--- src/hdl/timer2_map.svh ---
// Register offsets, field positions, reset values and timing counts of the timer block.
`ifndef TIMER2_MAP_SVH
`define TIMER2_MAP_SVH

`define ADDR_CTRL        8'hC8
`define ADDR_MODE        8'hC9
`define ADDR_RC_LO       8'hCA
`define ADDR_RC_HI       8'hCB
`define ADDR_CNT_LO      8'hCC
`define ADDR_CNT_HI      8'hCD
`define ADDR_CAP_A       8'hD0
`define ADDR_CAP_EDGE    8'hD1
`define ADDR_CAP_C       8'hD2
`define ADDR_INT_EN      8'hD3
`define ADDR_CAPV0_LO    8'hD4
`define ADDR_CAPV0_HI    8'hD5
`define ADDR_CAPV1_LO    8'hD6
`define ADDR_CAPV1_HI    8'hD7
`define ADDR_CAPV2_LO    8'hD8
`define ADDR_CAPV2_HI    8'hD9

`define CTRL_FLAG_BIT    7
`define CTRL_RUN_BIT     2
`define CTRL_CMP_BIT     0
`define MODE_RELOAD_BIT  7
`define MODE_DIV_HI      6
`define MODE_DIV_LO      4
`define MODE_CAPCLR_BIT  3
`define MODE_MCLR_BIT    2
`define MODE_TRIG_HI     1
`define MODE_TRIG_LO     0
`define CAPA_EN_LO       4
`define CAPC_FILT_LO     4
`define CAPC_CLR_BIT     3
`define INT_GLOBAL_BIT   7
`define INT_CAP_BIT      2

`define RESET_BYTE       8'h00
`define RESET_WORD       16'h0000
`define FILTER_CYCLES    4

`endif

--- src/hdl/timer2_pkg.sv ---
// Types shared by the timer and its capture channels.
package timer2_pkg;

	typedef enum logic [1:0] {
		EDGE_RISE = 2'h0,
		EDGE_FALL = 2'h1,
		EDGE_ANY  = 2'h2
	} edge_sel_e;

	typedef struct packed {
		logic [7:0] addr;
		logic [7:0] wdata;
		logic       wr;
		logic       rd;
	} bus_req_s;

	typedef struct packed {
		logic      en;
		logic      filt;
		edge_sel_e edge_mode;
	} chan_cfg_s;

endpackage

--- src/hdl/clk_prescaler.sv ---
// Divides the system clock into single-cycle count ticks.
`timescale 1ns/1ps
`include "timer2_map.svh"
module clk_prescaler (
	// Clock and reset
	input  wire logic       clk,
	input  wire logic       rstn,
	// Control
	input  wire logic       run,
	input  wire logic [2:0] sel,
	// Tick
	output logic            tick
);
	logic [8:0] cnt_r;
	logic [8:0] limit;

	function automatic logic [8:0] div_limit(input logic [2:0] s);
		case (s)
			3'h0:    return 9'h000;
			3'h1:    return 9'h003;
			3'h2:    return 9'h00F;
			3'h3:    return 9'h01F;
			3'h4:    return 9'h03F;
			3'h5:    return 9'h07F;
			3'h6:    return 9'h0FF;
			default: return 9'h1FF;
		endcase
	endfunction

	assign limit = div_limit(sel);
	assign tick  = run && (cnt_r >= limit);

	always_ff @(posedge clk) begin
		if (!rstn || !run || tick) begin
			cnt_r <= 9'h000;
		end else begin
			cnt_r <= cnt_r + 9'h001;
		end
	end
endmodule

--- src/hdl/cap_channel.sv ---
// One capture input: synchroniser, glitch filter and edge selector.
`timescale 1ns/1ps
`include "timer2_map.svh"
module cap_channel #(
	parameter int FILT = `FILTER_CYCLES
) (
	// Clock and reset
	input  wire logic                 clk,
	input  wire logic                 rstn,
	// Pin and setup
	input  wire logic                 pin,
	input  timer2_pkg::chan_cfg_s     cfg,
	// Event
	output logic                      evt
);
	logic       s1_r;
	logic       s2_r;
	logic       filt_r;
	logic       prev_r;
	logic [2:0] cnt_r;
	logic       level;
	logic       rise;
	logic       fall;

	always_ff @(posedge clk) begin
		if (!rstn) begin
			s1_r <= 1'b0;
			s2_r <= 1'b0;
		end else begin
			s1_r <= pin;
			s2_r <= s1_r;
		end
	end

	// The filtered level follows only after FILT equal samples in a row.
	always_ff @(posedge clk) begin
		if (!rstn) begin
			filt_r <= 1'b0;
			cnt_r  <= 3'h0;
		end else if (s2_r == filt_r) begin
			cnt_r <= 3'h0;
		end else if (cnt_r == 3'(FILT - 1)) begin
			filt_r <= s2_r;
			cnt_r  <= 3'h0;
		end else begin
			cnt_r <= cnt_r + 3'h1;
		end
	end

	assign level = cfg.filt ? filt_r : s2_r;

	always_ff @(posedge clk) begin
		if (!rstn) begin
			prev_r <= 1'b0;
		end else begin
			prev_r <= level;
		end
	end

	assign rise = level && !prev_r;
	assign fall = !level && prev_r;

	always_comb begin
		case (cfg.edge_mode)
			timer2_pkg::EDGE_RISE: evt = cfg.en && rise;
			timer2_pkg::EDGE_FALL: evt = cfg.en && fall;
			default:               evt = cfg.en && (rise || fall);
		endcase
	end
endmodule

--- src/hdl/timer2_capture_compare.sv ---
// 16-bit timer with reload/compare, three input-capture channels and a byte register port.
//
// What this block does
// Counter is two bytes counting as one.
// Select bit picks auto-reload or compare mode.
// Counter clocked by prescaled system clock.
// Counter advances only while run bit set.
// Reload enable copies reload value on event.
// Reload event is overflow or capture channel.
// Mode capture-clear zeroes counter without reload.
// Optional filter rejects pulses under four cycles.
// Per-channel rising, falling or either edge.
// Software enables channel; disabled channel ignored.
// Valid edge copies counter into capture registers.
// Valid edge sets that channel's capture flag.
// Shared request when flag and enables set.
// Software clears capture flags; hardware never does.
// Capture auto-clear zeroes counter after capture.
// Compare match sets overflow/match flag.
// Match auto-clear zeroes counter after match.
// Divider codes give 1,4,16..512.
// Trigger codes: overflow, channel 0, 1, 2.
// Overflow also sets flag; software clears it.
// Stopped counter keeps its count.
// Capture holds until next edge; counter wraps.
//
// Added by the designer: the register addresses and the plain strobed port.
`timescale 1ns/1ps
`include "timer2_map.svh"
module timer2_capture_compare (
	// Clock and reset
	input  wire logic                 clk,
	input  wire logic                 rstn,
	// Register port
	input  timer2_pkg::bus_req_s      bus_req,
	output logic [7:0]                rd_data,
	// Capture pins
	input  wire logic                 capture_input_a,
	input  wire logic                 capture_input_b,
	input  wire logic                 capture_input_c,
	// Status outputs
	output logic                      overflow_match_flag,
	output logic                      capture_irq
);
	logic                        run_bit_r;
	logic                        compare_reload_select_r;
	logic                        overflow_match_flag_r;
	logic [7:0]                  counter_mode_reg_r;
	logic [15:0]                 reload_compare_r;
	logic [15:0]                 cnt_r;
	logic [15:0]                 cnt_nxt;
	logic [2:0]                  channel_enable_r;
	logic [2:0]                  capture_flag_r;
	logic [5:0]                  capture_edge_control_r;
	logic [2:0]                  filter_enable_r;
	logic                        capture_auto_clear_r;
	logic                        capture_int_enable_r;
	logic                        global_int_enable_r;
	logic [15:0]                 capv_r [3];
	logic [7:0]                  rd_data_r;
	logic [7:0]                  rd_nxt;
	logic                        irq_r;
	logic                        tick;
	logic [2:0]                  cap_evt;
	logic [2:0]                  pins;
	logic                        ovf;
	logic                        match;
	logic                        any_cap;
	logic                        cap_reload;
	logic                        cap_clear;
	logic [1:0]                  trig_sel;
	logic                        reload_enable;
	logic                        mode_cap_clear;
	logic                        match_auto_clear;
	timer2_pkg::chan_cfg_s       cfg [3];

	function automatic logic wr_at(input timer2_pkg::bus_req_s r, input logic [7:0] a);
		return r.wr && (r.addr == a);
	endfunction

	assign reload_enable    = counter_mode_reg_r[`MODE_RELOAD_BIT];
	assign mode_cap_clear   = counter_mode_reg_r[`MODE_CAPCLR_BIT];
	assign match_auto_clear = counter_mode_reg_r[`MODE_MCLR_BIT];
	assign trig_sel         = counter_mode_reg_r[`MODE_TRIG_HI:`MODE_TRIG_LO];
	assign pins             = {capture_input_c, capture_input_b, capture_input_a};

	clk_prescaler u_prescaler (
		.clk  (clk),
		.rstn (rstn),
		.run  (run_bit_r),
		.sel  (counter_mode_reg_r[`MODE_DIV_HI:`MODE_DIV_LO]),
		.tick (tick)
	);

	for (genvar i = 0; i < 3; i++) begin : g_chan
		assign cfg[i].en        = channel_enable_r[i];
		assign cfg[i].filt      = filter_enable_r[i];
		assign cfg[i].edge_mode = timer2_pkg::edge_sel_e'(capture_edge_control_r[2*i +: 2]);

		cap_channel u_chan (
			.clk  (clk),
			.rstn (rstn),
			.pin  (pins[i]),
			.cfg  (cfg[i]),
			.evt  (cap_evt[i])
		);
	end

	assign any_cap = |cap_evt;

	// A capture reloads only in auto-reload mode when the trigger names that channel.
	assign cap_reload = !compare_reload_select_r && reload_enable && (trig_sel != 2'h0)
		&& cap_evt[trig_sel - 2'h1] && !mode_cap_clear;
	assign cap_clear = any_cap && (capture_auto_clear_r
		|| (mode_cap_clear && !compare_reload_select_r));

	always_comb begin
		cnt_nxt = cnt_r;
		ovf     = 1'b0;
		match   = 1'b0;
		if (tick) begin
			cnt_nxt = cnt_r + 16'h0001;
			ovf     = (cnt_r == 16'hFFFF);
			match   = compare_reload_select_r && (cnt_nxt == reload_compare_r);
			if (ovf && !compare_reload_select_r && reload_enable && trig_sel == 2'h0) begin
				cnt_nxt = reload_compare_r;
			end
			if (match && match_auto_clear) begin
				cnt_nxt = `RESET_WORD;
			end
		end
		if (cap_reload) begin
			cnt_nxt = reload_compare_r;
		end
		if (cap_clear) begin
			cnt_nxt = `RESET_WORD;
		end
		// A software write to a counter byte takes that byte over.
		if (wr_at(bus_req, `ADDR_CNT_LO)) begin
			cnt_nxt[7:0] = bus_req.wdata;
		end
		if (wr_at(bus_req, `ADDR_CNT_HI)) begin
			cnt_nxt[15:8] = bus_req.wdata;
		end
	end

	always_ff @(posedge clk) begin
		if (!rstn) begin
			cnt_r <= `RESET_WORD;
		end else begin
			cnt_r <= cnt_nxt;
		end
	end

	always_ff @(posedge clk) begin
		if (!rstn) begin
			run_bit_r               <= 1'b0;
			compare_reload_select_r <= 1'b0;
			overflow_match_flag_r   <= 1'b0;
		end else begin
			if (wr_at(bus_req, `ADDR_CTRL)) begin
				run_bit_r               <= bus_req.wdata[`CTRL_RUN_BIT];
				compare_reload_select_r <= bus_req.wdata[`CTRL_CMP_BIT];
				overflow_match_flag_r   <= bus_req.wdata[`CTRL_FLAG_BIT] || ovf || match;
			end else if (ovf || match) begin
				overflow_match_flag_r <= 1'b1;
			end
		end
	end

	always_ff @(posedge clk) begin
		if (!rstn) begin
			counter_mode_reg_r <= `RESET_BYTE;
			reload_compare_r   <= `RESET_WORD;
		end else begin
			if (wr_at(bus_req, `ADDR_MODE)) begin
				counter_mode_reg_r <= bus_req.wdata;
			end
			if (wr_at(bus_req, `ADDR_RC_LO)) begin
				reload_compare_r[7:0] <= bus_req.wdata;
			end
			if (wr_at(bus_req, `ADDR_RC_HI)) begin
				reload_compare_r[15:8] <= bus_req.wdata;
			end
		end
	end

	always_ff @(posedge clk) begin
		if (!rstn) begin
			channel_enable_r       <= 3'h0;
			capture_edge_control_r <= 6'h00;
			filter_enable_r        <= 3'h0;
			capture_auto_clear_r   <= 1'b0;
			capture_int_enable_r   <= 1'b0;
			global_int_enable_r    <= 1'b0;
		end else begin
			if (wr_at(bus_req, `ADDR_CAP_A)) begin
				channel_enable_r <= bus_req.wdata[`CAPA_EN_LO +: 3];
			end
			if (wr_at(bus_req, `ADDR_CAP_EDGE)) begin
				capture_edge_control_r <= bus_req.wdata[5:0];
			end
			if (wr_at(bus_req, `ADDR_CAP_C)) begin
				filter_enable_r      <= bus_req.wdata[`CAPC_FILT_LO +: 3];
				capture_auto_clear_r <= bus_req.wdata[`CAPC_CLR_BIT];
			end
			if (wr_at(bus_req, `ADDR_INT_EN)) begin
				capture_int_enable_r <= bus_req.wdata[`INT_CAP_BIT];
				global_int_enable_r  <= bus_req.wdata[`INT_GLOBAL_BIT];
			end
		end
	end

	// Flags are cleared only by software; a new edge in the same cycle wins.
	always_ff @(posedge clk) begin
		if (!rstn) begin
			capture_flag_r <= 3'h0;
		end else if (wr_at(bus_req, `ADDR_CAP_A)) begin
			capture_flag_r <= bus_req.wdata[2:0] | cap_evt;
		end else begin
			capture_flag_r <= capture_flag_r | cap_evt;
		end
	end

	always_ff @(posedge clk) begin
		if (!rstn) begin
			for (int i = 0; i < 3; i++) begin
				capv_r[i] <= `RESET_WORD;
			end
		end else begin
			for (int i = 0; i < 3; i++) begin
				if (cap_evt[i]) begin
					capv_r[i] <= cnt_r;
				end
			end
		end
	end

	always_ff @(posedge clk) begin
		if (!rstn) begin
			irq_r <= 1'b0;
		end else begin
			irq_r <= (|capture_flag_r) && capture_int_enable_r && global_int_enable_r;
		end
	end

	always_comb begin
		case (bus_req.addr)
			`ADDR_CTRL:     rd_nxt = {overflow_match_flag_r, 4'h0, run_bit_r, 1'b0, compare_reload_select_r};
			`ADDR_MODE:     rd_nxt = counter_mode_reg_r;
			`ADDR_RC_LO:    rd_nxt = reload_compare_r[7:0];
			`ADDR_RC_HI:    rd_nxt = reload_compare_r[15:8];
			`ADDR_CNT_LO:   rd_nxt = cnt_r[7:0];
			`ADDR_CNT_HI:   rd_nxt = cnt_r[15:8];
			`ADDR_CAP_A:    rd_nxt = {1'b0, channel_enable_r, 1'b0, capture_flag_r};
			`ADDR_CAP_EDGE: rd_nxt = {2'h0, capture_edge_control_r};
			`ADDR_CAP_C:    rd_nxt = {1'b0, filter_enable_r, capture_auto_clear_r, 3'h0};
			`ADDR_INT_EN:   rd_nxt = {global_int_enable_r, 4'h0, capture_int_enable_r, 2'h0};
			`ADDR_CAPV0_LO: rd_nxt = capv_r[0][7:0];
			`ADDR_CAPV0_HI: rd_nxt = capv_r[0][15:8];
			`ADDR_CAPV1_LO: rd_nxt = capv_r[1][7:0];
			`ADDR_CAPV1_HI: rd_nxt = capv_r[1][15:8];
			`ADDR_CAPV2_LO: rd_nxt = capv_r[2][7:0];
			`ADDR_CAPV2_HI: rd_nxt = capv_r[2][15:8];
			default:        rd_nxt = `RESET_BYTE;
		endcase
	end

	// Read data stand only in the cycle after the strobe.
	always_ff @(posedge clk) begin
		if (!rstn) begin
			rd_data_r <= `RESET_BYTE;
		end else begin
			rd_data_r <= bus_req.rd ? rd_nxt : `RESET_BYTE;
		end
	end

	assign rd_data             = rd_data_r;
	assign overflow_match_flag = overflow_match_flag_r;
	assign capture_irq         = irq_r;
endmodule

--- config.mk ---
export PLATFORM = sky130hd
export DESIGN_NAME = timer2_capture_compare
export DESIGN_NICKNAME = d
export VERILOG_FILES = /design/src/hdl/timer2_pkg.sv /design/src/hdl/clk_prescaler.sv /design/src/hdl/cap_channel.sv /design/src/hdl/timer2_capture_compare.sv
export VERILOG_INCLUDE_DIRS = /design/src /design/src/hdl
export SDC_FILE = /design/constraint.sdc
export NUM_CORES = 1
export LEC_CHECK = 0
export BUFFER_PORTS_ARGS = -buffer_cell sky130_fd_sc_hd__buf_2
export CELL_PAD_IN_SITES_DETAIL_PLACEMENT = 0
export CELL_PAD_IN_SITES_GLOBAL_PLACEMENT = 1
export CORE_ASPECT_RATIO = 0.6
export CORE_MARGIN = 2
export CORE_UTILIZATION = 40
export DETAILED_ROUTE_END_ITERATION = 6
export PLACE_DENSITY_LB_ADDON = 0.1
export SLEW_MARGIN = 20
export SYNTH_ARGS = -nofsm -noshare
export SYNTH_HDL_FRONTEND = slang
export SYNTH_SLANG_ARGS = --single-unit
--- constraint.sdc ---
create_clock -name clk -period 3 [get_ports clk]
set_input_delay 0.3 -clock clk [delete_from_list [all_inputs] [get_ports clk]]
set_output_delay 0.3 -clock clk [all_outputs]
set_load 0.02 [all_outputs]
Word level (Yosys, flattened, before mapping)
Memory sizes are Yosys's and may differ from the RTL's.
Cells that the tools add are included.

word-level totals
  input port bits = 23
  memories kept = 1
  logic and storage cells = 195
  bits in writable memories = 48
  register bits after elaboration = 100
  output and inout port bits = 10

memories
  name    words  bits a word  rd ports  clocked after memory_dff  wr ports  RTL line                      RTL
  capv_r  3      16           3         0                         3         timer2_capture_compare.sv:59  logic [15:0] capv_r [3];

cells by class
  add/subtract/negate cells = 6
  mux-type cells = 35
  bitwise gates (word level) = 9
  magnitude comparators = 2
  equality and inequality tests = 33
  reductions and logical operators = 76

operators with widths
  kind                                           count
  == test 8 bit, second input constant           16
  2-to-1 mux 16 bit                              8
  case mux 8 bit (16 select lines)               1
  case mux 9 bit (7 select lines)                1
  logical AND 1 bit                              39
  2-to-1 mux 1 bit                               18
  adder 16 x 1 -> 16 bit, second input constant  1
  == test 16 bit                                 1
  == test 16 bit, second input constant          1
  2-to-1 mux 8 bit                               2
  == test 3 x 2 -> 1 bit, second input constant  5
  OR reduction 3 bit                             5
  logical NOT 1 bit                              10
  adder 3 x 1 -> 3 bit, second input constant    3
  adder 9 x 1 -> 9 bit, second input constant    1
  == test 3 bit, second input constant           3
  greater-or-equal comparator 9 bit              1
  logical OR 1 bit                               9
  logical NOT 2 bit                              4
  AND reduction 2 bit                            4
  nonzero test 4 bit                             2
  == test 2 x 1 -> 1 bit, second input constant  3
  bitwise OR 3 bit                               2
  case mux 1 bit (2 select lines)                3
  10 further kinds                               18

Logic depth before layout (Yosys ltp)
Gate-level depths: netlist (run 1).

  word-level depth = 13
  mapped depth = 13
  mapped depth without buffers = 11

Modules after synthesis
Synthesis (run 1) repeated with hierarchy kept, for this count alone.

second synthesis, totals
  cell total of the unflattened synthesis = 761
  area total of the unflattened synthesis = 7,684.9 µm²

modules (own cells, without submodules)
  module                  cells an instance  instances  area an instance (µm²)  sequential area each (µm²)
  timer2_capture_compare  609                1          6,115.9                 2,842.7
  cap_channel             28                 3          304.0                   140.1
  clk_prescaler           68                 1          656.9                   180.2

Worst setup path after synthesis (run 1)
OpenSTA, ideal clock, no wires.

  path type = reg2reg
  start point = register filter_enable_r[1]
  end point = register cnt_r[0]
  period minus slack after synthesis = 2,805 ps
  stages on the path, launching flop included = 13
  slack = 195 ps
  data required time = 2,884 ps
  data arrival time = 2,689 ps
  cells stage by stage = dfxtp_1 -> mux2i_1 -> inv_1 -> ha_1 -> mux2_2 -> o211ai_1 -> nor3_1 -> or2_2 -> nor3b_1 -> nor4b_4 -> buf_6 -> o211ai_1 -> o211a_1

between the ends
  cells in the longest elaborated chain, start to end = 13
  elaborated cells on any way between the ends = 19
  classes of those cells = mux: 7; reduce/logical: 12

RTL lines
  item                                    RTL line                       RTL
  start, declared                         timer2_capture_compare.sv:55   logic [2:0] filter_enable_r;
  start signal, assigned                  timer2_capture_compare.sv:204  filter_enable_r <= bus_req.wdata[`CAPC_FILT_LO +: 3];
  2-to-1 mux 1 bit (*)                    cap_channel.sv:50              assign level = cfg.filt ? filt_r : s2_r;
  via g_chan[1].u_chan.level              cap_channel.sv:21              logic level;
  logical NOT 1 bit                       cap_channel.sv:61              assign fall = !level && prev_r;
  logical AND 1 bit                       cap_channel.sv:61
  logical OR 1 bit                        cap_channel.sv:67              default: evt = cfg.en && (rise || fall);
  logical AND 1 bit                       cap_channel.sv:67
  case mux 1 bit (2 select lines) (*)     cap_channel.sv:64              case (cfg.edge_mode)
  binary-select mux 1 bit (select 2 bit)  timer2_capture_compare.sv:113  && cap_evt[trig_sel - 2'h1] && !mode_cap_clear;
  2-to-1 mux 1 bit (not written as such)  timer2_capture_compare.sv:113
  logical AND 1 bit (2 in series)         timer2_capture_compare.sv:113
  2-to-1 mux 16 bit                       timer2_capture_compare.sv:132  if (cap_reload) begin
  2-to-1 mux 16 bit                       timer2_capture_compare.sv:135  if (cap_clear) begin
  2-to-1 mux 8 bit                        timer2_capture_compare.sv:139  if (wr_at(bus_req, `ADDR_CNT_LO)) begin
  end signal, assigned                    timer2_capture_compare.sv:149  cnt_r <= `RESET_WORD;
  end signal, assigned                    timer2_capture_compare.sv:151  cnt_r <= cnt_nxt;
  end, declared                           timer2_capture_compare.sv:50   logic [15:0] cnt_r;

Mark *: on every way through the listed nets, which the timed path passes. The rest lies on a longest branch. The select of a mux whose other input is x is not followed.
A chain may end at the register's enable or synchronous reset.

Final worst setup path (run 1)
  start point = register cnt_r[1]
  end point = register cnt_r[5]

between the ends
  cells in the longest elaborated chain, start to end = 10
  elaborated cells on any way between the ends = 14
  classes of those cells = add/sub: 1; eq/ne: 2; mux: 6; reduce/logical: 5

RTL lines
  item                                                            RTL line                       RTL
  branches (longest 5 deep; another with adder 16 x 1 -> 16 bit)  n/a
  2-to-1 mux 16 bit (*)                                           timer2_capture_compare.sv:128  if (match && match_auto_clear) begin
  2-to-1 mux 16 bit (*)                                           timer2_capture_compare.sv:121  if (tick) begin
  2-to-1 mux 16 bit (*)                                           timer2_capture_compare.sv:132
  2-to-1 mux 16 bit (*)                                           timer2_capture_compare.sv:135
  2-to-1 mux 8 bit (*)                                            timer2_capture_compare.sv:139

Every way passes the cells marked *. The select of a mux whose other input is x is not followed.

==> flow_summary_export.csv, run 1 <==
group,metric,value,unit
cts,insertion_delay,440,ps
timing,worstMarginPinSlew,691.3,ps
final_layout,multi_input_area,3747,µm²
timing,fmax,348.5,MHz
logic_synthesis,syn-cell-area,7460,µm²
global_route,grt_max_degree,56,
die,std_cell_rows,38,
final_layout,layout_common_cells,"nand2_1, dfxtp_1, nor2_1",
final_layout,area_growth,18.40,%
placed_design,pre_cts_ws,54.45,ps
final_layout,final_core_util,0.4863,
logic_synthesis,async_flop_share,0,
timing,finalCritPeriodShare,0.9565,
global_route,antenna_found_initial,1,
placed_design,dpl.cell_count,1082,
global_route,track_usage,0.2662,
logic_synthesis,synth_cell_types,62,
worst_hold_path,hold_class,"input port to flop",
die,die_x,180.3,µm
final_layout,design_area,8832,µm²
detailed_routing,wl_per_cell,23.29,µm
detailed_routing,first_iter_violations,851,
cts,max-clock-path-buffers,2,
detailed_routing,drc,0,
timing,holdWs,77.81,ps
pwr,p_int,3.299,mW
detailed_routing,via_count,6676,
detailed_routing,firstDrtPassIters,5,
critical_path,r2r-start,"cnt_r[1]",
pwr,design_power_total,4.399,mW
logic_synthesis,synth_nets,851,
cts,clkSinkCount,148,
global_route,grt_overflow,0,
logic_synthesis,yosysSeqAreaShare,0.4616,
timing,drv_slew,0,
die,dieHeight,109.8,µm
timing,hold_violations,0,
cts,cts_buffers,17,
global_route,grt_pass1_wl,38.61,mm
logic_synthesis,syn_inst,804,
critical_path,cp.arrival,3230,ps
timing,fin_crit,2870,ps
logic_synthesis,yosysWarnings,0,
detailed_routing,finalWirelength,26.02,mm
critical_path,cp.required,3360,ps
detailed_routing,ant_nets,0,
final_layout,register_area,3452,µm²
die,dieArea,19790,µm²
placed_design,hpwl,18.42,mm
final_layout,final_cell_count_no_fill,1117,
cts,cts_tree,"done",
pwr,p_sw_frac,0.2501,
timing,fin_tns_setup,0,ps
pwr,clockPowerShare,0.487,
worst_hold_path,hold_depth,2,
final_layout,final_nets,911,
worst_hold_path,hp-start,"capture_input_a",
status,status,"complete, no violations",
timing,slew_headroom,0.5391,
critical_path,worst_setup_path_end_kind,"flop",
timing,rsz0062_at_grt,"false",
logic_synthesis,syn_area_per_cell,9.278,µm²
pwr,p_leak,3.208,nW
critical_path,r2r_end,"cnt_r[5]",
pwr,switchingPower,1.100,mW
cts,htreeDepth,4,
critical_path,path_class,"flop to flop",
critical_path,r2r_cells,11,
critical_path,crit_fanout,8,
placed_design,dpl-instance-area,8143,µm²
placed_design,port_buffers,32,
critical_path,start_kind,"flop",
final_layout,n_fill_cell,1705,
detailed_routing,via_per_inst,5.977,
logic_synthesis,ys_ff_latch,148,
pwr,power_frac_comb,0.035,
timing,finalSetupViolations,0,
final_layout,final_common_cell,"nand2_1",
final_layout,n_antenna_cell,0,
timing,fin_skew,9.820,ps
pwr,irDropWorstVdd,0.4167,mV
pwr,p_per_area,498.1,nW/µm²
global_route,grt_pass1_vias,6158,
pwr,seq_power_share,0.478,
cts,clk_pin_slew,70,ps
logic_synthesis,synth_edf_count,48,
critical_path,worstPathCellList,"ha_2 -> nand3_4 -> or3_4 -> or3_1 -> o2111ai_1 -> a211o_2 -> nor4b_4 -> buf_4 -> buf_12 -> or4_1 -> a31oi_1",
timing,setup_ws,130.4,ps
placed_design,gp_congestion,0.9275,
critical_path,reg2reg_slack,130,ps
worst_hold_path,hold_end,"g_chan[0].u_chan.s1_r",
critical_path,slowest_stage,"or4_1",
die,ioPinCount,33,
critical_path,cpPeakStageDelay,470,ps
logic_synthesis,synth_top_flop_cell,"dfxtp_1",
final_layout,drive_above_1_share,0.1813,
die,start_util,0.4107,
cts,clock-root-buffer,"clkbuf_16",
die,core,18160,µm²
run,cap_viol_max_count,0,
[power by group through the flow]
stage | logic, mW | registers [mW] | clock network, mW
2_1_floorplan | 0.0822 | 2.14 | 0
3_3_place_gp | 0.146 | 2.15 | 0
3_5_place_dp | 0.147 | 2.15 | 0
4_1_cts | 0.148 | 2.10 | 2.15
5_1_grt | 0.162 | 2.11 | 2.24
6_report | 0.152 | 2.10 | 2.14
[worst max path at each step]
stage,startpoint,endpoint
floorplan,filter_enable_r[1],cnt_r[0]
CTS,filter_enable_r[1],cnt_r[2]
detailed placement,filter_enable_r[1],cnt_r[2]
global placement,filter_enable_r[1],cnt_r[7]
finish,cnt_r[1],cnt_r[5]
global route,cnt_r[1],cnt_r[5]
[cells in the mapped netlist, types with 4 or more instances]
library cell    n  area, µm²
and3_1         10      62.56
dfxtp_1       100       2002
a22oi_1        14      105.1
a31oi_1        22      137.6
nor4_1          7      43.79
nand3_1        56      280.3
or4_1           5      37.54
edfxtp_1       48       1441
a221oi_1        8      70.07
nand3b_1        4      30.03
nand3_2         4      40.04
nor2_1         59      221.5
inv_1          29      108.9
xor2_1         10      87.58
a2111o_1        8      90.09
o21ai_0        20      100.1
nand2_1        96      360.4
a21o_1          4      30.03
a22o_1          5      43.79
ha_1           24      300.3
a222oi_1       13      130.1
a21oi_1        57      285.3
buf_2          15      75.07
nand2b_1        6      37.54
clkbuf_1       27      101.4
nand4_1         6      37.54
xnor2_1        24      210.2
or3_1          12      75.07
nor3_1         11      55.05
mux2i_1        19      190.2
o211ai_1       10      75.07
and2_1         24      150.1
[timing repair]
item                                    CTS  global route
resized for setup                         0            19
hold buffers                              0             0
endpoints found under the setup margin    0            16
buffers inserted                          0             2
[cells by family after synthesis]
group                    synth area share
AO/OA/AOI/OAI                      0.1598
XOR/XNOR                          0.04294
adder cells (fa/ha/maj)           0.04160
buffers and inverters             0.04612
flip-flops                         0.4616
multiplexers                      0.03002
AND/OR/NAND/NOR                    0.2179
[registers in the layout, summed over array words and instances (netlist names), 6 cells and up]
| name | count |
|---|---|
| capture_edge_control_r | 6 |
| capv_r | 48 |
| cnt_r | 16 |
| counter_mode_reg_r | 8 |
| g_chan.u_chan.cnt_r | 9 |
| rd_data | 8 |
| reload_compare_r | 16 |
| u_prescaler.cnt_r | 9 |
[final cells by class]
| class | instances | area share |
|---|---|---|
| multi-input cells | 576 | 0.4243 |
| flip-flops and latches | 148 | 0.3908 |
| repair buffers | 92 | 0.07395 |
| clock buffers | 18 | 0.04859 |
| well taps | 240 | 0.03400 |
| clock inverters | 14 | 0.01601 |
| inverters | 29 | 0.01232 |
[worst max-delay path: cells and delay by family (launching register included)]
kind | cells | cell delay (ps)
adder cells (fa/ha/maj) | 1 | 250
flip-flops | 1 | 350
buffers and inverters | 2 | 290
AND/OR/NAND/NOR | 5 | 1420
AO/OA/AOI/OAI | 3 | 450
[metal layers]
| metal | global-route usage | routed length (µm) | vias up |
|---|---|---|---|
| met5 | 0 | 0 | - |
| met3 | 0.07188 | 2878 | 42 |
| met1 | 0.3988 | 12540 | 3233 |
| met2 | 0.3678 | 10120 | 341 |
| met4 | 0.08122 | 486 | 0 |
| li1 | - | - | 3060 |
Note: power is estimated with default switching activity, not from simulation.
==> run 2: changes to the inputs <==
==> constraint.sdc (replaced) <==
create_clock -name clk -period 3.5 [get_ports clk]
set_input_delay 0.35 -clock clk [delete_from_list [all_inputs] [get_ports clk]]
set_output_delay 0.35 -clock clk [all_outputs]
set_load 0.02 [all_outputs]
==> run 2 against run 1 <==
Utilization decreased by 1.7 points. Critical endpoint is now cnt_r[2]. Global-route usage down 0.083 points. Largest power group unchanged. Clock-buffer cell count unchanged.
==> flow_summary_export.csv, run 2 (same netlist as run 1, synthesis figures left out) <==
group,metric,value,unit
status,status,"complete, no violations",
critical_path,crit_fanout,8,
cts,clk_pin_slew,70,ps
timing,slew_headroom,0.4311,
global_route,antenna_found_initial,1,
timing,finalCritPeriodShare,0.8972,
detailed_routing,ant_nets,0,
cts,hold_buffers,0,
timing,fin_skew,7.540,ps
final_layout,n_fill_cell,1728,
final_layout,area_growth,14.36,%
final_layout,layout_common_cells,"dfxtp_1, nand2_1, nor2_1",
die,dieHeight,109.8,µm
die,dieArea,19790,µm²
pwr,design_power_total,3.782,mW
detailed_routing,wl_per_cell,23.50,µm
die,ioPinCount,33,
cts,insertion_delay,440,ps
pwr,p_per_area,443.4,nW/µm²
final_layout,final_common_cell,"dfxtp_1",
cts,clkSinkCount,148,
global_route,track_usage,0.2653,
run,cap_viol_max_count,0,
timing,worstMarginPinSlew,851.3,ps
cts,clock-root-buffer,"clkbuf_16",
cts,htreeDepth,4,
detailed_routing,drc,0,
critical_path,cp.arrival,3480,ps
final_layout,max_flop_register,"capv_r",
timing,finalSetupViolations,0,
critical_path,cp.required,3840,ps
global_route,grt_overflow,0,
final_layout,drive_above_1_share,0.1380,
placed_design,dpl-instance-area,7905,µm²
timing,hold_violations,0,
global_route,grt_pass1_vias,6013,
timing,fin_tns_setup,0,ps
worst_hold_path,hold_class,"input port to flop",
timing,fmax,318.5,MHz
detailed_routing,via_count,6535,
critical_path,start_kind,"flop",
cts,max-clock-path-buffers,2,
final_layout,design_area,8531,µm²
die,start_util,0.4107,
cts,cts_tree,"done",
final_layout,largestRegisters,"capv_r (48), cnt_r (16), reload_compare_r (16)",
detailed_routing,finalWirelength,25.59,mm
critical_path,path_class,"flop to flop",
pwr,p_leak,3.043,nW
critical_path,worst_setup_path_end_kind,"flop",
cts,cts_buffers,17,
global_route,grt_pass1_wl,38.10,mm
placed_design,hpwl,18.29,mm
die,std_cell_rows,38,
die,core,18160,µm²
timing,rsz0062_at_grt,"false",
global_route,grt_max_degree,56,
placed_design,port_buffers,32,
detailed_routing,first_iter_violations,632,
detailed_routing,firstDrtPassIters,5,
detailed_routing,via_per_inst,6.001,
timing,drv_slew,0,
timing,fin_crit,3140,ps
final_layout,final_nets,882,
pwr,irDropWorstVdd,0.3346,mV
placed_design,gp_congestion,0.9193,
final_layout,largest_reg_flops,48,
die,die_x,180.3,µm
[run 2: changes by cell type in the layout (fill, tap and decap cells not counted), sizes merged]
cell	before	now
diode	0	1
clkbuf	19	18
clkinvlp	3	2
buf	91	63
bufinv	1	2
clkinv	3	9
inv	36	30
[run 2: through the flow]
step	hold slack [ps]	setup slack [ps]	cells	utilization
6_report	111.3	359.8	1089	0.4697
5_1_grt	109.4	46.70	1088	0.4696
4_1_cts	95.16	181.7	1084	0.4674
3_5_place_dp	412.6	204.5	1052	0.4352
3_3_place_gp	407.1	273.6	1052	0.4352
2_1_floorplan	399.0	695.0	804	-
[run 2: final cells by class]
type	count	area [µm²]	area share
diodes	1	2.502	0.0002933
clock buffers	18	429.2	0.05031
clock inverters	14	155.1	0.01819
inverters	29	108.9	0.01276
multi-input cells	576	3686	0.4321
flip-flops and latches	148	3443	0.4036
well taps	240	300.3	0.03520
repair buffers	63	405.4	0.04752
[run 2: critical path, stage by stage, from the launching register on]
cell and delay, ps:
dfxtp_1 380, mux2i_1 340, inv_1 80, ha_1 200
mux2_2 250, o211ai_1 290, buf_4 180, nor3_1 70
or2_2 330, nor3b_1 210, nor4b_4 240, buf_4 200
o211ai_1 110, o211a_1 160
[run 2: what timing repair did]
item                       CTS  global route
hold endpoints to repair     0             0
setup endpoints to repair    0             9
setup buffers                0             4
gates resized for setup      0             2
[run 2: worst paths after layout]
path | cells after the start | startpoint | slack (ps) | to
max | 13 | filter_enable_r[1] | 360 | cnt_r[2]
min | 2 | capture_input_b | 110 | g_chan[1].u_chan.s1_r
max reg2reg | 13 | filter_enable_r[1] | 360 | cnt_r[2]
min reg2reg | 1 | g_chan[2].u_chan.cnt_r[0] | 420 | g_chan[2].u_chan.cnt_r[0]
[run 2: report_power, final]
| group | switching (mW) | internal (mW) | total, mW |
|---|---|---|---|
| logic | 0.0950 | 0.0307 | 0.126 |
| clock network | 0.794 | 1.06 | 1.85 |
| registers | 0.0121 | 1.79 | 1.81 |
[run 2: layer usage]
| metal | global-route usage | share of wire | vias to the layer above |
|---|---|---|---|
| met1 | 0.3941 | 0.49 | 3169 |
| met3 | 0.09241 | 0.11 | 41 |
| met4 | 0.08353 | 0.019 | 0 |
| li1 | - | - | 3005 |
| met5 | 0 | 0 | - |
| met2 | 0.3528 | 0.39 | 320 |
==> run 3: changes to the inputs <==
--- a/config.mk
+++ b/config.mk
@@ -6,13 +6,13 @@
 export SDC_FILE = /design/constraint.sdc
 export NUM_CORES = 1
 export LEC_CHECK = 0
-export BUFFER_PORTS_ARGS = -buffer_cell sky130_fd_sc_hd__buf_2
 export CELL_PAD_IN_SITES_DETAIL_PLACEMENT = 0
 export CELL_PAD_IN_SITES_GLOBAL_PLACEMENT = 1
 export CORE_ASPECT_RATIO = 0.6
 export CORE_MARGIN = 2
 export CORE_UTILIZATION = 40
 export DETAILED_ROUTE_END_ITERATION = 6
+export DONT_BUFFER_PORTS = 1
 export PLACE_DENSITY_LB_ADDON = 0.1
 export SLEW_MARGIN = 20
 export SYNTH_ARGS = -nofsm -noshare
==> run 3 against run 2 <==
Utilization is 1.1 points lower. Register-to-register slack worse by 80 ps. Die area stayed put. Wire length is 1.1% lower. Clock power hardly changed. Critical path depth is 1 lower. First-iteration DRC count is 22% higher. Design area is 2.4% lower. Global-route usage is 0.15 points lower.
==> flow_summary_export.csv, run 3 (same netlist as run 1, synthesis figures left out) <==
group,metric,value,unit
status,status,"complete, no violations",
pwr,design_power_total,3.754,mW
placed_design,hpwl,17.95,mm
timing,worstMarginPinSlew,880.8,ps
timing,drv_slew,0,
detailed_routing,via_count,6343,
global_route,grt_pass1_wl,38.09,mm
timing,hold_violations,0,
placed_design,dpl-instance-area,7725,µm²
detailed_routing,wl_per_cell,24.09,µm
critical_path,cp.arrival,3540,ps
critical_path,startpoint,"filter_enable_r[1]",
detailed_routing,first_iter_violations,768,
detailed_routing,drc,0,
cts,hold_buffers,0,
pwr,seq_power_share,0.481,
pwr,p_per_area,450.7,nW/µm²
final_layout,n_fill_cell,1738,
final_layout,final_nets,845,
global_route,grt_max_degree,52,
final_layout,largestRegisters,"capv_r (48), cnt_r (16), reload_compare_r (16)",
timing,rsz0062_at_grt,"false",
final_layout,largest_reg_flops,48,
final_layout,area_growth,11.66,%
timing,finalSetupViolations,0,
detailed_routing,via_per_inst,6.035,
placed_design,dpl.cell_count,1019,
cts,clkSinkCount,148,
final_layout,drive_above_1_share,0.09618,
detailed_routing,ant_nets,0,
pwr,p_leak,2.881,nW
timing,holdWs,45.97,ps
critical_path,crit_fanout,16,
critical_path,cp.required,3820,ps
critical_path,r2r-start,"filter_enable_r[1]",
global_route,track_usage,0.2639,
pwr,clockPowerShare,0.501,
placed_design,port_buffers,0,
die,std_cell_rows,38,
global_route,grt_overflow,0,
die,ioPinCount,33,
pwr,power_frac_comb,0.018,
final_layout,final_core_util,0.4586,
cts,insertion_delay,430,ps
pwr,switchingPower,0.7917,mW
cts,htreeDepth,4,
final_layout,n_antenna_cell,0,
global_route,antenna_found_initial,0,
detailed_routing,firstDrtPassIters,5,
critical_path,worst_setup_path_end_kind,"flop",
timing,slew_headroom,0.4106,
pwr,p_int,2.963,mW
timing,finalCritPeriodShare,0.9201,
die,dieHeight,109.8,µm
worst_hold_path,hold_class,"input port to flop",
final_layout,final_cell_count_no_fill,1051,
cts,max-clock-path-buffers,2,
critical_path,start_kind,"flop",
placed_design,pre_cts_ws,334.6,ps
critical_path,path_class,"flop to flop",
final_layout,layout_common_cells,"dfxtp_1, nand2_1, nor2_1",
timing,setup_ws,279.7,ps
die,start_util,0.4107,
pwr,p_sw_frac,0.2109,
detailed_routing,finalWirelength,25.32,mm
cts,clk_pin_slew,60,ps
placed_design,gp_congestion,0.9209,
global_route,grt_pass1_vias,5983,
final_layout,design_area,8329,µm²
pwr,irDropWorstVdd,0.3499,mV
timing,fin_tns_setup,0,ps
die,die_x,180.3,µm
die,dieArea,19790,µm²
final_layout,max_flop_register,"capv_r",
final_layout,final_common_cell,"dfxtp_1",
die,core,18160,µm²
cts,clock-root-buffer,"clkbuf_16",
timing,fin_skew,10.26,ps
timing,fin_crit,3220,ps
cts,cts_buffers,17,
run,cap_viol_max_count,0,
worst_hold_path,hp-start,"rstn",
timing,fmax,310.5,MHz
cts,cts_tree,"done",
[run 3: changes by cell type in the layout (fill, tap and decap cells not counted), sizes merged]
| cell | previous run | this run |
|---|---|---|
| inv | 30 | 29 |
| clkinv | 9 | 4 |
| diode | 1 | 0 |
| buf | 63 | 26 |
| clkbuf | 18 | 24 |
[run 3: final cells by class]
cell class	count	area (µm²)	share of cell area
Clock buffer	24	503.0	0.06039
Clock inverter	8	96.34	0.01157
Inverter	29	108.9	0.01307
Multi-Input combinational cell	576	3682	0.4421
Sequential cell	148	3443	0.4134
Tap cell	240	300.3	0.03605
Timing Repair Buffer	26	195.2	0.02343
[run 3: power by group through the flow]
stage               Combinational (mW)  Sequential [mW]  Clock (mW)
finish                          0.0684             1.81        1.88
global route                    0.0760             1.81        1.98
floorplan                       0.0704             1.84           0
detailed placement              0.0681             1.84           0
global placement                0.0669             1.84           0
CTS                             0.0684             1.81        1.90
[run 3: worst paths after layout]
path,endpoint,slack (ps),cells after the start
max,cnt_r[2],280,12
min,g_chan[1].u_chan.s2_r,50,1
max reg2reg,cnt_r[2],280,12
min reg2reg,g_chan[0].u_chan.cnt_r[0],420,1
[run 3: metal layers]
layer,GRT usage,share of wire
met4,0.07143,0.017
met3,0.1010,0.12
met1,0.3886,0.48
met2,0.3539,0.39
met5,0,0
[run 3: repair_timing]
item                                    4_1_cts  5_1_grt
gates resized for setup                       0        2
endpoints found under the setup margin        0       12
buffers inserted                              0        0
[run 3: worst max-delay path, cell delays in order, from the launching register on]
cell,delay (ps)
dfxtp_1,390
mux2i_1,300
inv_1,80
ha_1,190
mux2_2,250
o211ai_1,390
nor3_1,160
or2_2,350
nor3b_1,220
nor4b_4,220
buf_4,270
o211ai_1,130
o211a_1,150
